### src/pkg/rss_pkg.sv
// Package for the reset source selection block: map, fields, bus carriers
`default_nettype none
package rss_pkg;

    // Register byte addresses
    localparam logic [31:0] RSS_CFG_OFF = 32'h0000_0000;
    localparam logic [31:0] RSS_STAT_OFF = 32'h0000_0004;

    // Configuration register layout
    localparam int RSS_CFG_W = 16;
    localparam int RSS_BIT_FAIL_BP = 0;
    localparam int RSS_BIT_FP_BP = 2;
    localparam int RSS_BIT_FP_CPU = 3;
    localparam logic [15:0] RSS_CFG_FIXED = 16'h0032;
    localparam logic [15:0] RSS_CFG_WMASK = 16'h000d;
    localparam logic [15:0] RSS_CFG_RST = 16'h0000;

    // Status register layout
    localparam int RSS_ST_FP = 0;
    localparam int RSS_ST_FAIL = 1;
    localparam int RSS_ST_BP_OUT = 2;
    localparam int RSS_ST_CPU_OUT = 3;
    localparam int RSS_ST_BP_SEEN = 8;
    localparam int RSS_ST_CPU_SEEN = 9;

    localparam logic [31:0] RSS_DAT_ZERO = 32'h0000_0000;

    // Classic Wishbone request from the master
    typedef struct packed {
        logic        cyc;
        logic        stb;
        logic        we;
        logic [31:0] adr;
        logic [3:0]  sel;
        logic [31:0] dat;
    } rss_wb_req_t;

    // Classic Wishbone answer from this slave
    typedef struct packed {
        logic        ack;
        logic [31:0] dat;
    } rss_wb_rsp_t;

endpackage
`default_nettype wire

### src/hw/rss_reset_select.sv
// Reset source selection with Wishbone configuration and status registers
`default_nettype none

// Operation
// - 16-bit config register; bits 1,4,5 read one, bits 6 to 15 read zero.
// - Config bit 0 set: unrecoverable CPU failure resets the backplane.
// - Config bit 2 set: front-panel reset input resets the backplane.
// - Config bit 3 set: front-panel reset input resets the processor.
// - A cleared config bit disables its reset condition completely.
// - Several enabled conditions combine as a logical OR per reset output.
module rss_reset_select
    import rss_pkg::*;
(
    input wire logic core_clk_i,
    input wire logic reset_i,
    input wire rss_wb_req_t wb_req_i,
    output var rss_wb_rsp_t wb_rsp_o,
    input wire logic front_panel_reset_i,
    input wire logic cpu_failure_i,
    output logic backplane_reset_o,
    output logic cpu_reset_o
);

    ////////////////////////////////////////////////////////////////////////
    // Input synchronisers

    logic [1:0] in_raw;
    logic [1:0] sync1_q;
    logic [1:0] sync2_q;
    logic fp_s;
    logic fail_s;

    assign in_raw = {cpu_failure_i, front_panel_reset_i};

    generate
        for (genvar i = 0; i < 2; i++) begin : g_sync
            always_ff @(posedge core_clk_i) begin
                if (reset_i) begin
                    sync1_q[i] <= 1'b0;
                    sync2_q[i] <= 1'b0;
                end else begin
                    sync1_q[i] <= in_raw[i];
                    sync2_q[i] <= sync1_q[i];
                end
            end
        end
    endgenerate

    assign fp_s = sync2_q[0];
    assign fail_s = sync2_q[1];

    ////////////////////////////////////////////////////////////////////////
    // Bus decode

    logic req;
    logic ack_q;
    logic [31:0] dat_q;
    logic hit_cfg;
    logic hit_stat;
    logic wr_now;

    assign req = wb_req_i.cyc & wb_req_i.stb;
    assign hit_cfg = wb_req_i.adr[31:2] == RSS_CFG_OFF[31:2];
    assign hit_stat = wb_req_i.adr[31:2] == RSS_STAT_OFF[31:2];
    // Write lands on the edge at which the master samples ack
    assign wr_now = req & ack_q & wb_req_i.we;

    ////////////////////////////////////////////////////////////////////////
    // Configuration register

    logic [15:0] cfg_q;
    logic [15:0] cfg_rd;

    // Only the selectable bits are stored; fixed bits are pure constants
    assign cfg_rd = (cfg_q & RSS_CFG_WMASK) | RSS_CFG_FIXED;

    always_ff @(posedge core_clk_i) begin
        if (reset_i) begin
            cfg_q <= RSS_CFG_RST;
        end else if (wr_now && hit_cfg && wb_req_i.sel[0]) begin
            cfg_q <= wb_req_i.dat[15:0] & RSS_CFG_WMASK;
        end
    end

    ////////////////////////////////////////////////////////////////////////
    // Reset generation

    logic bp_q;
    logic cpu_q;

    always_ff @(posedge core_clk_i) begin
        if (reset_i) begin
            bp_q <= 1'b0;
            cpu_q <= 1'b0;
        end else begin
            // Registered so a config write never glitches the outputs
            bp_q <= (fail_s & cfg_q[RSS_BIT_FAIL_BP])
                | (fp_s & cfg_q[RSS_BIT_FP_BP]);
            cpu_q <= fp_s & cfg_q[RSS_BIT_FP_CPU];
        end
    end

    assign backplane_reset_o = bp_q;
    assign cpu_reset_o = cpu_q;

    ////////////////////////////////////////////////////////////////////////
    // Sticky event flags, write one to clear, set wins

    logic bp_seen_q;
    logic cpu_seen_q;
    logic clr_ok;

    assign clr_ok = wr_now & hit_stat & wb_req_i.sel[1];

    always_ff @(posedge core_clk_i) begin
        if (reset_i) begin
            bp_seen_q <= 1'b0;
            cpu_seen_q <= 1'b0;
        end else begin
            bp_seen_q <= bp_q
                | (bp_seen_q & ~(clr_ok & wb_req_i.dat[RSS_ST_BP_SEEN]));
            cpu_seen_q <= cpu_q
                | (cpu_seen_q & ~(clr_ok & wb_req_i.dat[RSS_ST_CPU_SEEN]));
        end
    end

    ////////////////////////////////////////////////////////////////////////
    // Bus answer

    logic [31:0] stat_rd;

    always_comb begin
        stat_rd = RSS_DAT_ZERO;
        stat_rd[RSS_ST_FP] = fp_s;
        stat_rd[RSS_ST_FAIL] = fail_s;
        stat_rd[RSS_ST_BP_OUT] = bp_q;
        stat_rd[RSS_ST_CPU_OUT] = cpu_q;
        stat_rd[RSS_ST_BP_SEEN] = bp_seen_q;
        stat_rd[RSS_ST_CPU_SEEN] = cpu_seen_q;
    end

    always_ff @(posedge core_clk_i) begin
        if (reset_i) begin
            ack_q <= 1'b0;
        end else begin
            ack_q <= req & ~ack_q;
        end
    end

    // Unmapped addresses still ack and read zero, so the master never hangs
    always_ff @(posedge core_clk_i) begin
        if (reset_i) begin
            dat_q <= RSS_DAT_ZERO;
        end else if (req && !ack_q) begin
            if (hit_cfg) begin
                dat_q <= {16'h0000, cfg_rd};
            end else if (hit_stat) begin
                dat_q <= stat_rd;
            end else begin
                dat_q <= RSS_DAT_ZERO;
            end
        end
    end

    assign wb_rsp_o = '{ack: ack_q, dat: dat_q};

    ////////////////////////////////////////////////////////////////////////
    // Assertions

    property p_cfg_fixed;
        @(posedge core_clk_i) disable iff (reset_i)
        (ack_q && !wb_req_i.we && hit_cfg)
            |-> (dat_q[31:6] == 26'h0 && dat_q[5:4] == 2'b11 && dat_q[1]);
    endproperty
    a_cfg_fixed: assert property (p_cfg_fixed)
        else $error("config read shows wrong fixed bits");

    property p_fail_bp;
        @(posedge core_clk_i) disable iff (reset_i)
        (cpu_failure_i && cfg_q[RSS_BIT_FAIL_BP])[*3] |=> backplane_reset_o;
    endproperty
    a_fail_bp: assert property (p_fail_bp)
        else $error("processor failure did not reset backplane");

    property p_fp_bp;
        @(posedge core_clk_i) disable iff (reset_i)
        (front_panel_reset_i && cfg_q[RSS_BIT_FP_BP])[*3]
            |=> backplane_reset_o;
    endproperty
    a_fp_bp: assert property (p_fp_bp)
        else $error("front panel did not reset backplane");

    property p_fp_cpu;
        @(posedge core_clk_i) disable iff (reset_i)
        (front_panel_reset_i && cfg_q[RSS_BIT_FP_CPU])[*3] |=> cpu_reset_o;
    endproperty
    a_fp_cpu: assert property (p_fp_cpu)
        else $error("front panel did not reset processor");

    property p_cpu_off;
        @(posedge core_clk_i) disable iff (reset_i)
        !cfg_q[RSS_BIT_FP_CPU] |=> !cpu_reset_o;
    endproperty
    a_cpu_off: assert property (p_cpu_off)
        else $error("processor reset while disabled");

    property p_bp_off;
        @(posedge core_clk_i) disable iff (reset_i)
        !(fail_s && cfg_q[RSS_BIT_FAIL_BP]) && !(fp_s && cfg_q[RSS_BIT_FP_BP])
            |=> !backplane_reset_o;
    endproperty
    a_bp_off: assert property (p_bp_off)
        else $error("backplane reset with no enabled cause");

    property p_bp_or;
        @(posedge core_clk_i) disable iff (reset_i)
        (fail_s && cfg_q[RSS_BIT_FAIL_BP]) || (fp_s && cfg_q[RSS_BIT_FP_BP])
            |=> backplane_reset_o;
    endproperty
    a_bp_or: assert property (p_bp_or)
        else $error("enabled cause did not reset backplane");

    property p_sync_lat;
        @(posedge core_clk_i) disable iff (reset_i)
        $rose(fp_s) |-> $past(sync1_q[0]) && $past(front_panel_reset_i, 2);
    endproperty
    a_sync_lat: assert property (p_sync_lat)
        else $error("front panel bypassed the synchroniser");

    property p_ack_pulse;
        @(posedge core_clk_i) disable iff (reset_i)
        ack_q |=> !ack_q;
    endproperty
    a_ack_pulse: assert property (p_ack_pulse)
        else $error("ack held longer than one cycle");

    property p_fail_sync;
        @(posedge core_clk_i) disable iff (reset_i)
        $rose(fail_s) |-> $past(sync1_q[1]) && $past(cpu_failure_i, 2);
    endproperty
    a_fail_sync: assert property (p_fail_sync)
        else $error("processor failure bypassed the synchroniser");

    property p_fp_cpu_on;
        @(posedge core_clk_i) disable iff (reset_i)
        fp_s && cfg_q[RSS_BIT_FP_CPU] |=> cpu_reset_o;
    endproperty
    a_fp_cpu_on: assert property (p_fp_cpu_on)
        else $error("enabled front panel reset missed the processor");

    property p_cpu_fp_only;
        @(posedge core_clk_i) disable iff (reset_i)
        !fp_s |=> !cpu_reset_o;
    endproperty
    a_cpu_fp_only: assert property (p_cpu_fp_only)
        else $error("processor reset without front panel cause");

    property p_ack_answer;
        @(posedge core_clk_i) disable iff (reset_i)
        req && !ack_q |=> ack_q;
    endproperty
    a_ack_answer: assert property (p_ack_answer)
        else $error("request not acked in the next cycle");

    property p_cfg_write;
        @(posedge core_clk_i) disable iff (reset_i)
        wr_now && hit_cfg && wb_req_i.sel[0]
            |=> cfg_q == ($past(wb_req_i.dat[15:0]) & RSS_CFG_WMASK);
    endproperty
    a_cfg_write: assert property (p_cfg_write)
        else $error("config write did not land");

    property p_seen_bp;
        @(posedge core_clk_i) disable iff (reset_i)
        bp_q |=> bp_seen_q;
    endproperty
    a_seen_bp: assert property (p_seen_bp)
        else $error("backplane reset event not recorded");

    property p_seen_cpu;
        @(posedge core_clk_i) disable iff (reset_i)
        cpu_q |=> cpu_seen_q;
    endproperty
    a_seen_cpu: assert property (p_seen_cpu)
        else $error("processor reset event not recorded");

    // Backplane flag clear only takes when no backplane reset is active in the same cycle
    property p_seen_clr;
        @(posedge core_clk_i) disable iff (reset_i)
        clr_ok && wb_req_i.dat[RSS_ST_BP_SEEN] && !bp_q
            |=> !bp_seen_q;
    endproperty
    a_seen_clr: assert property (p_seen_clr)
        else $error("backplane event flag not cleared");

    property p_rst_quiet;
        @(posedge core_clk_i)
        reset_i |=> !backplane_reset_o && !cpu_reset_o && !wb_rsp_o.ack;
    endproperty
    a_rst_quiet: assert property (p_rst_quiet)
        else $error("outputs active after reset");

    c_fp_both: cover property (@(posedge core_clk_i) disable iff (reset_i)
        backplane_reset_o && cpu_reset_o);
    c_fail_only: cover property (@(posedge core_clk_i) disable iff (reset_i)
        backplane_reset_o && fail_s && !fp_s);
    c_fp_masked: cover property (@(posedge core_clk_i) disable iff (reset_i)
        fp_s && !cfg_q[RSS_BIT_FP_CPU] && !cpu_reset_o);
    c_cfg_write: cover property (@(posedge core_clk_i) disable iff (reset_i)
        wr_now && hit_cfg);
    c_seen_clr: cover property (@(posedge core_clk_i) disable iff (reset_i)
        clr_ok && bp_seen_q && !bp_q);

endmodule
`default_nettype wire

### config.mk
export PLATFORM = sky130hd
export DESIGN_NAME = rss_reset_select
export DESIGN_NICKNAME = d
export VERILOG_FILES = /design/src/pkg/rss_pkg.sv /design/src/hw/rss_reset_select.sv
export SDC_FILE = /design/constraint.sdc
export NUM_CORES = 1
export LEC_CHECK = 0
export BUFFER_PORTS_ARGS = -buffer_cell sky130_fd_sc_hd__buf_2
export CORE_MARGIN = 2
export CORE_UTILIZATION = 32
export CTS_CLUSTER_DIAMETER = 100
export CTS_CLUSTER_SIZE = 24
export DETAILED_ROUTE_END_ITERATION = 16
export PLACE_DENSITY = 0.8
export SLEW_MARGIN = 20
export SYNTH_ARGS = -nofsm -noshare
export SYNTH_HDL_FRONTEND = slang
export SYNTH_SLANG_ARGS = --single-unit
export TNS_END_PERCENT = 5
### constraint.sdc
create_clock -name core_clk_i -period 1.5 [get_ports core_clk_i]
set_input_delay 0.3 -clock core_clk_i [delete_from_list [all_inputs] [get_ports core_clk_i]]
set_output_delay 0.3 -clock core_clk_i [all_outputs]
set_load 0.005 [all_outputs]
Yosys cells after proc, flatten, opt, wreduce, memory -nomap -nowiden

Index checks and enable logic that the tools add are counted.

Output and inout port bits: 35
Logic and storage cells: 38
Input bits: 75
Bits in registers: 44

Bitwise gates (word level): 19
Eq/ne operators: 1
Reduce and logical (&&, ||, !) cells: 5
Multiplexer cells: 2

Operators by type and width:

| kind                                                  | count |
|---|---|
| equality test 30 x 1 -> 1 bit (second input constant) | 1 |
| zero test 30 bit                                      | 1 |
| 2-to-1 mux 10 bit                                     | 2 |
| bitwise AND 1 bit                                     | 13 |
| logical AND 1 bit                                     | 3 |
| inverter 1 bit                                        | 3 |
| OR 1 bit                                              | 3 |
| zero test 1 bit                                       | 1 |

Longest topological paths before layout

Depth in word-level cells: 9
Gate-level depth with buffers: 4
Gate-level depth less buffers: 4

Worst setup path after synthesis

OpenSTA, ideal clock, no wires.

Kind: input to register
Start point: in wb_req_i[64] in the netlist's numbering
End point: reg dat_q[0]
Data required time: 1430 ps
Cell stages on the path: 4
Path slack: -53 ps
Arrival: 1483 ps
Setup time: 70 ps
Cells stage by stage: nor4_2 -> nand4_2 -> or4_1 -> a21oi_1

Cells in the longest elaborated chain, start to end: 3
Elaborated cells on any way between the ends: 4
Those cells by class: eq/ne: 1; mux: 2; reduce/logical: 1

RTL lines:

| item                          | line                    | RTL |
|---|---|---|
| start: declaration            | rss_reset_select.sv:16  | `input wire rss_wb_req_t wb_req_i,` |
| equality test 30 x 1 -> 1 bit | rss_reset_select.sv:64  | `assign hit_stat = wb_req_i.adr[31:2] == RSS_STAT_OFF[31:2];` |
| 2-to-1 mux 10 bit             | rss_reset_select.sv:157 | `end else if (hit_stat) begin` |
| 2-to-1 mux 10 bit *           | rss_reset_select.sv:155 | `if (hit_cfg) begin` |
| end signal: assignment        | rss_reset_select.sv:156 | `dat_q <= {16'h0000, cfg_rd};` |
| end signal: assignment        | rss_reset_select.sv:158 | `dat_q <= stat_rd;` |
| end: declaration              | rss_reset_select.sv:57  | `logic [31:0] dat_q;` |

Mark *: on every way between the ends. The rest lies on a longest branch, timed or not.
A chain may end at the register's enable or synchronous reset.

Worst setup path in the final report

Start point: in wb_req_i[49] in the netlist's numbering
End point: reg dat_q[0]

Same word-level chain as after synthesis.

==> flow_metrics.py <==
metrics = {
    "synth": {
        "yosysTopAreaCell": "dfxtp_1",
        "ys_seq_elements": 19,
        "synth_ff_type": "dfxtp_1",
        "synth-edff-count": 0,
        "synth.top_cells.by_area": "dfxtp_1 (35%), buf_4 (18%), nor4_2 (7.0%)",
        "synth_warnings": 0,
        "synth_area_um2": 1080,
        "netlist_instances": 117,
        "synthArstFlopShare_pct": 0,
        "syn_avg_cell_area_um2": 9.22,
        "yosysTopAreaCellShare_pct": 35.3,
        "netlist-cell-type-count": 25,
        "seq_area_frac_synth_pct": 35.3,
    },
    "global_routing": {
        "grt_antenna_before_repair": 0,
        "grt_pass1_wl_um": 3010,
        "grt_max_degree": 22,
        "grt_overflow": 0,
        "track_usage_pct": 11.0,
        "first_global_vias": 739,
    },
    "cts": {
        "cts_setup_buffers": 0,
        "holdBufCountCts": 0,
        "clk_pin_slew_worst_paths_ns": 0.11,
        "clk_path_buf_depth": 2,
        "clock-root-buffer": "clkbuf_4",
        "ctsResizeCount": 0,
        "cts_buffers": 3,
        "cts_tree": "yes",
        "clock-sinks": 19,
        "htreeDepth": 1,
        "insertion_delay_ns": 0.29,
    },
    "layout": {
        "regArea_um2": 380,
        "nFillCells": 342,
        "multi_input_area_um2": 598,
        "stdcell_count": 219,
        "syn2layout_area_growth_pct": 28.1,
        "postLayoutCellArea_um2": 1380,
        "fin_util_pct": 42.1,
        "final_nets": 249,
        "layout-drive-gt1-share_pct": 42.2,
        "diodes": 0,
    },
    "worst_setup_path": {
        "timing.rr.start": "ack_q$_SDFF_PP0_",
        "path_class": "input port to flop",
        "worstPathRequired_ns": 1.73,
        "crit_arrival_ns": 1.63,
        "reg2reg_depth": 3,
        "end_kind": "flop",
        "r2r_end": "dat_q[5]$_SDFFE_PP0P_",
        "critPathLaunchType": "input port",
        "rrSetupSlack_ns": 0.20,
        "path_max_fanout": 8,
    },
    "timing": {
        "fmax_mhz": 713,
        "setup_viol": 0,
        "final_max_slew_viol_count": 0,
        "grt_setup_unrepaired": "no",
        "setup_ws_ns": 0.0980,
        "finalCriticalPeriod_ns": 1.40,
        "period_share_pct": 93.5,
        "finalClockSkew_ns": 0.00735,
        "final_hold_viol_count": 0,
    },
    "power": {
        "p_leak_nw": 0.644,
        "p_per_area_nw_per_um2": 652,
        "ir_drop_uv": 628,
    },
    "placement": {
        "placed_cell_area_um2": 1360,
        "pre_cts_ws_ns": -0.215,
        "dp.cells": 215,
        "io_buffers": 54,
        "gp_congestion": 0.707,
    },
    "floorplan": {
        "io_pins": 110,
        "die_h_um": 62.1,
        "start_util_pct": 32.8,
        "core_um2": 3280,
        "dieWidth_um": 62.1,
        "rows": 21,
        "dieArea_um2": 3850,
    },
    "run": {
        "drv_cap": 0,
    },
    "route": {
        "avgRoutedWirePerCell_um": 10.3,
        "dr.pass1.iters": 4,
        "drc": 0,
        "via_count": 933,
        "drtIter0Drc": 13,
        "ant_nets": 0,
        "avgViaCountPerCell": 4.26,
        "wl_um": 2250,
    },
    "min_path": {
        "hp-class": "input port to flop",
        "min_from": "wb_req_i[8]",
        "holdPathEnd": "bp_seen_q$_SDFF_PP0_",
        "min_path_cells": 2,
    },
    "status": {
        "outcome": "finished clean",
    },
}
## per-layer routing
metal  GRT usage [%]  wire (um)  up-vias
li1                -          -      468
met1            11.3        895      405
met2            20.4       1060       56
met3            4.35        269        4
met4            3.34         25        0
met5               0          0        -
## layout make-up
cell class              instances  area share, %
multi-input cells              88           43.3
flip-flops and latches         19           27.5
repair buffers                 59           22.3
well taps                      46           4.17
clock buffers                   4           1.90
inverters                       3          0.815
## worst max path at each step
stage                 start                     to  cells after the start
2_1_floorplan  wb_req_i[40]  dat_q[0]$_SDFFE_PP0P_                      4
3_3_place_gp   wb_req_i[49]  dat_q[3]$_SDFFE_PP0P_                      5
3_5_place_dp   wb_req_i[49]  dat_q[3]$_SDFFE_PP0P_                      5
4_1_cts        wb_req_i[49]  dat_q[0]$_SDFFE_PP0P_                      5
5_1_grt        wb_req_i[60]  cfg_q[3]$_SDFFE_PP0P_                      6
6_report       wb_req_i[49]  dat_q[0]$_SDFFE_PP0P_                      5
## cells in the mapped netlist, types with 2 or more instances
| cell type | number |
|---|---|
| buf_4 | 26 |
| dfxtp_1 | 19 |
| nand2b_1 | 8 |
| nand2_1 | 7 |
| mux2i_1 | 6 |
| nor4_2 | 6 |
| nor2_1 | 5 |
| nor2b_1 | 5 |
| a21oi_1 | 4 |
| clkbuf_1 | 4 |
| or4_1 | 4 |
| inv_1 | 3 |
| nor4_1 | 3 |
| a31oi_1 | 2 |
| and2_0 | 2 |
| nand4_2 | 2 |
| o21ba_2 | 2 |
| o21bai_1 | 2 |
## power by group
group / total, mW / switching, mW / internal, mW
Clock: 0.255 / 0.152 / 0.103
Sequential: 0.512 / 0.00213 / 0.510
Combinational: 0.133 / 0.0688 / 0.0638
## stage by stage
step           hold WS (ns)  total power, mW  TNS (ns)
5_1_grt               0.166            0.960         0
3_3_place_gp          0.416            0.655     -1.74
2_1_floorplan         0.400            0.624         0
6_report              0.186            0.900         0
3_5_place_dp          0.422            0.657     -1.96
4_1_cts               0.180            0.909         0
## logic make-up (layout without fill, tap and decap cells)
kind of cell	after synthesis	in the layout	synth area share [%]
AOI/OAI and AO/OA	12	12	7.89
and+or+nand+nor	46	46	30.4
DFF	19	19	35.3
muxes	6	6	5.57
buffers and inverters	33	66	20.5
other	1	24	0.348
## critical path, cell delays in order
cell	delay [ns]
buf_2	0.12
nor4_4	0.31
nand4_4	0.22
or4_1	0.54
a21oi_1	0.14
## cells in the final DEF, fill, tap and decap left out, drive strengths merged, types with 2 or more instances in the layout
master / instances
o21bai: 2
clkbuf: 4
dfxtp: 19
nor2: 5
a31oi: 2
nor2b: 5
nand2: 7
nor4: 10
conb: 24
inv: 3
o21ba: 2
a21oi: 4
mux2i: 6
nand4: 3
buf: 59
and2: 2
or4: 4
nand2b: 8
## state kept, by name (all words and copies together), names as in the netlist
name,count
fp_s,1
cpu_reset_o,1
cfg_q,3
backplane_reset_o,1
bp_seen_q,1
sync1_q,2
ack_q,1
fail_s,1
cpu_seen_q,1
dat_q,7
Note: power is estimated with default switching activity, not from simulation.
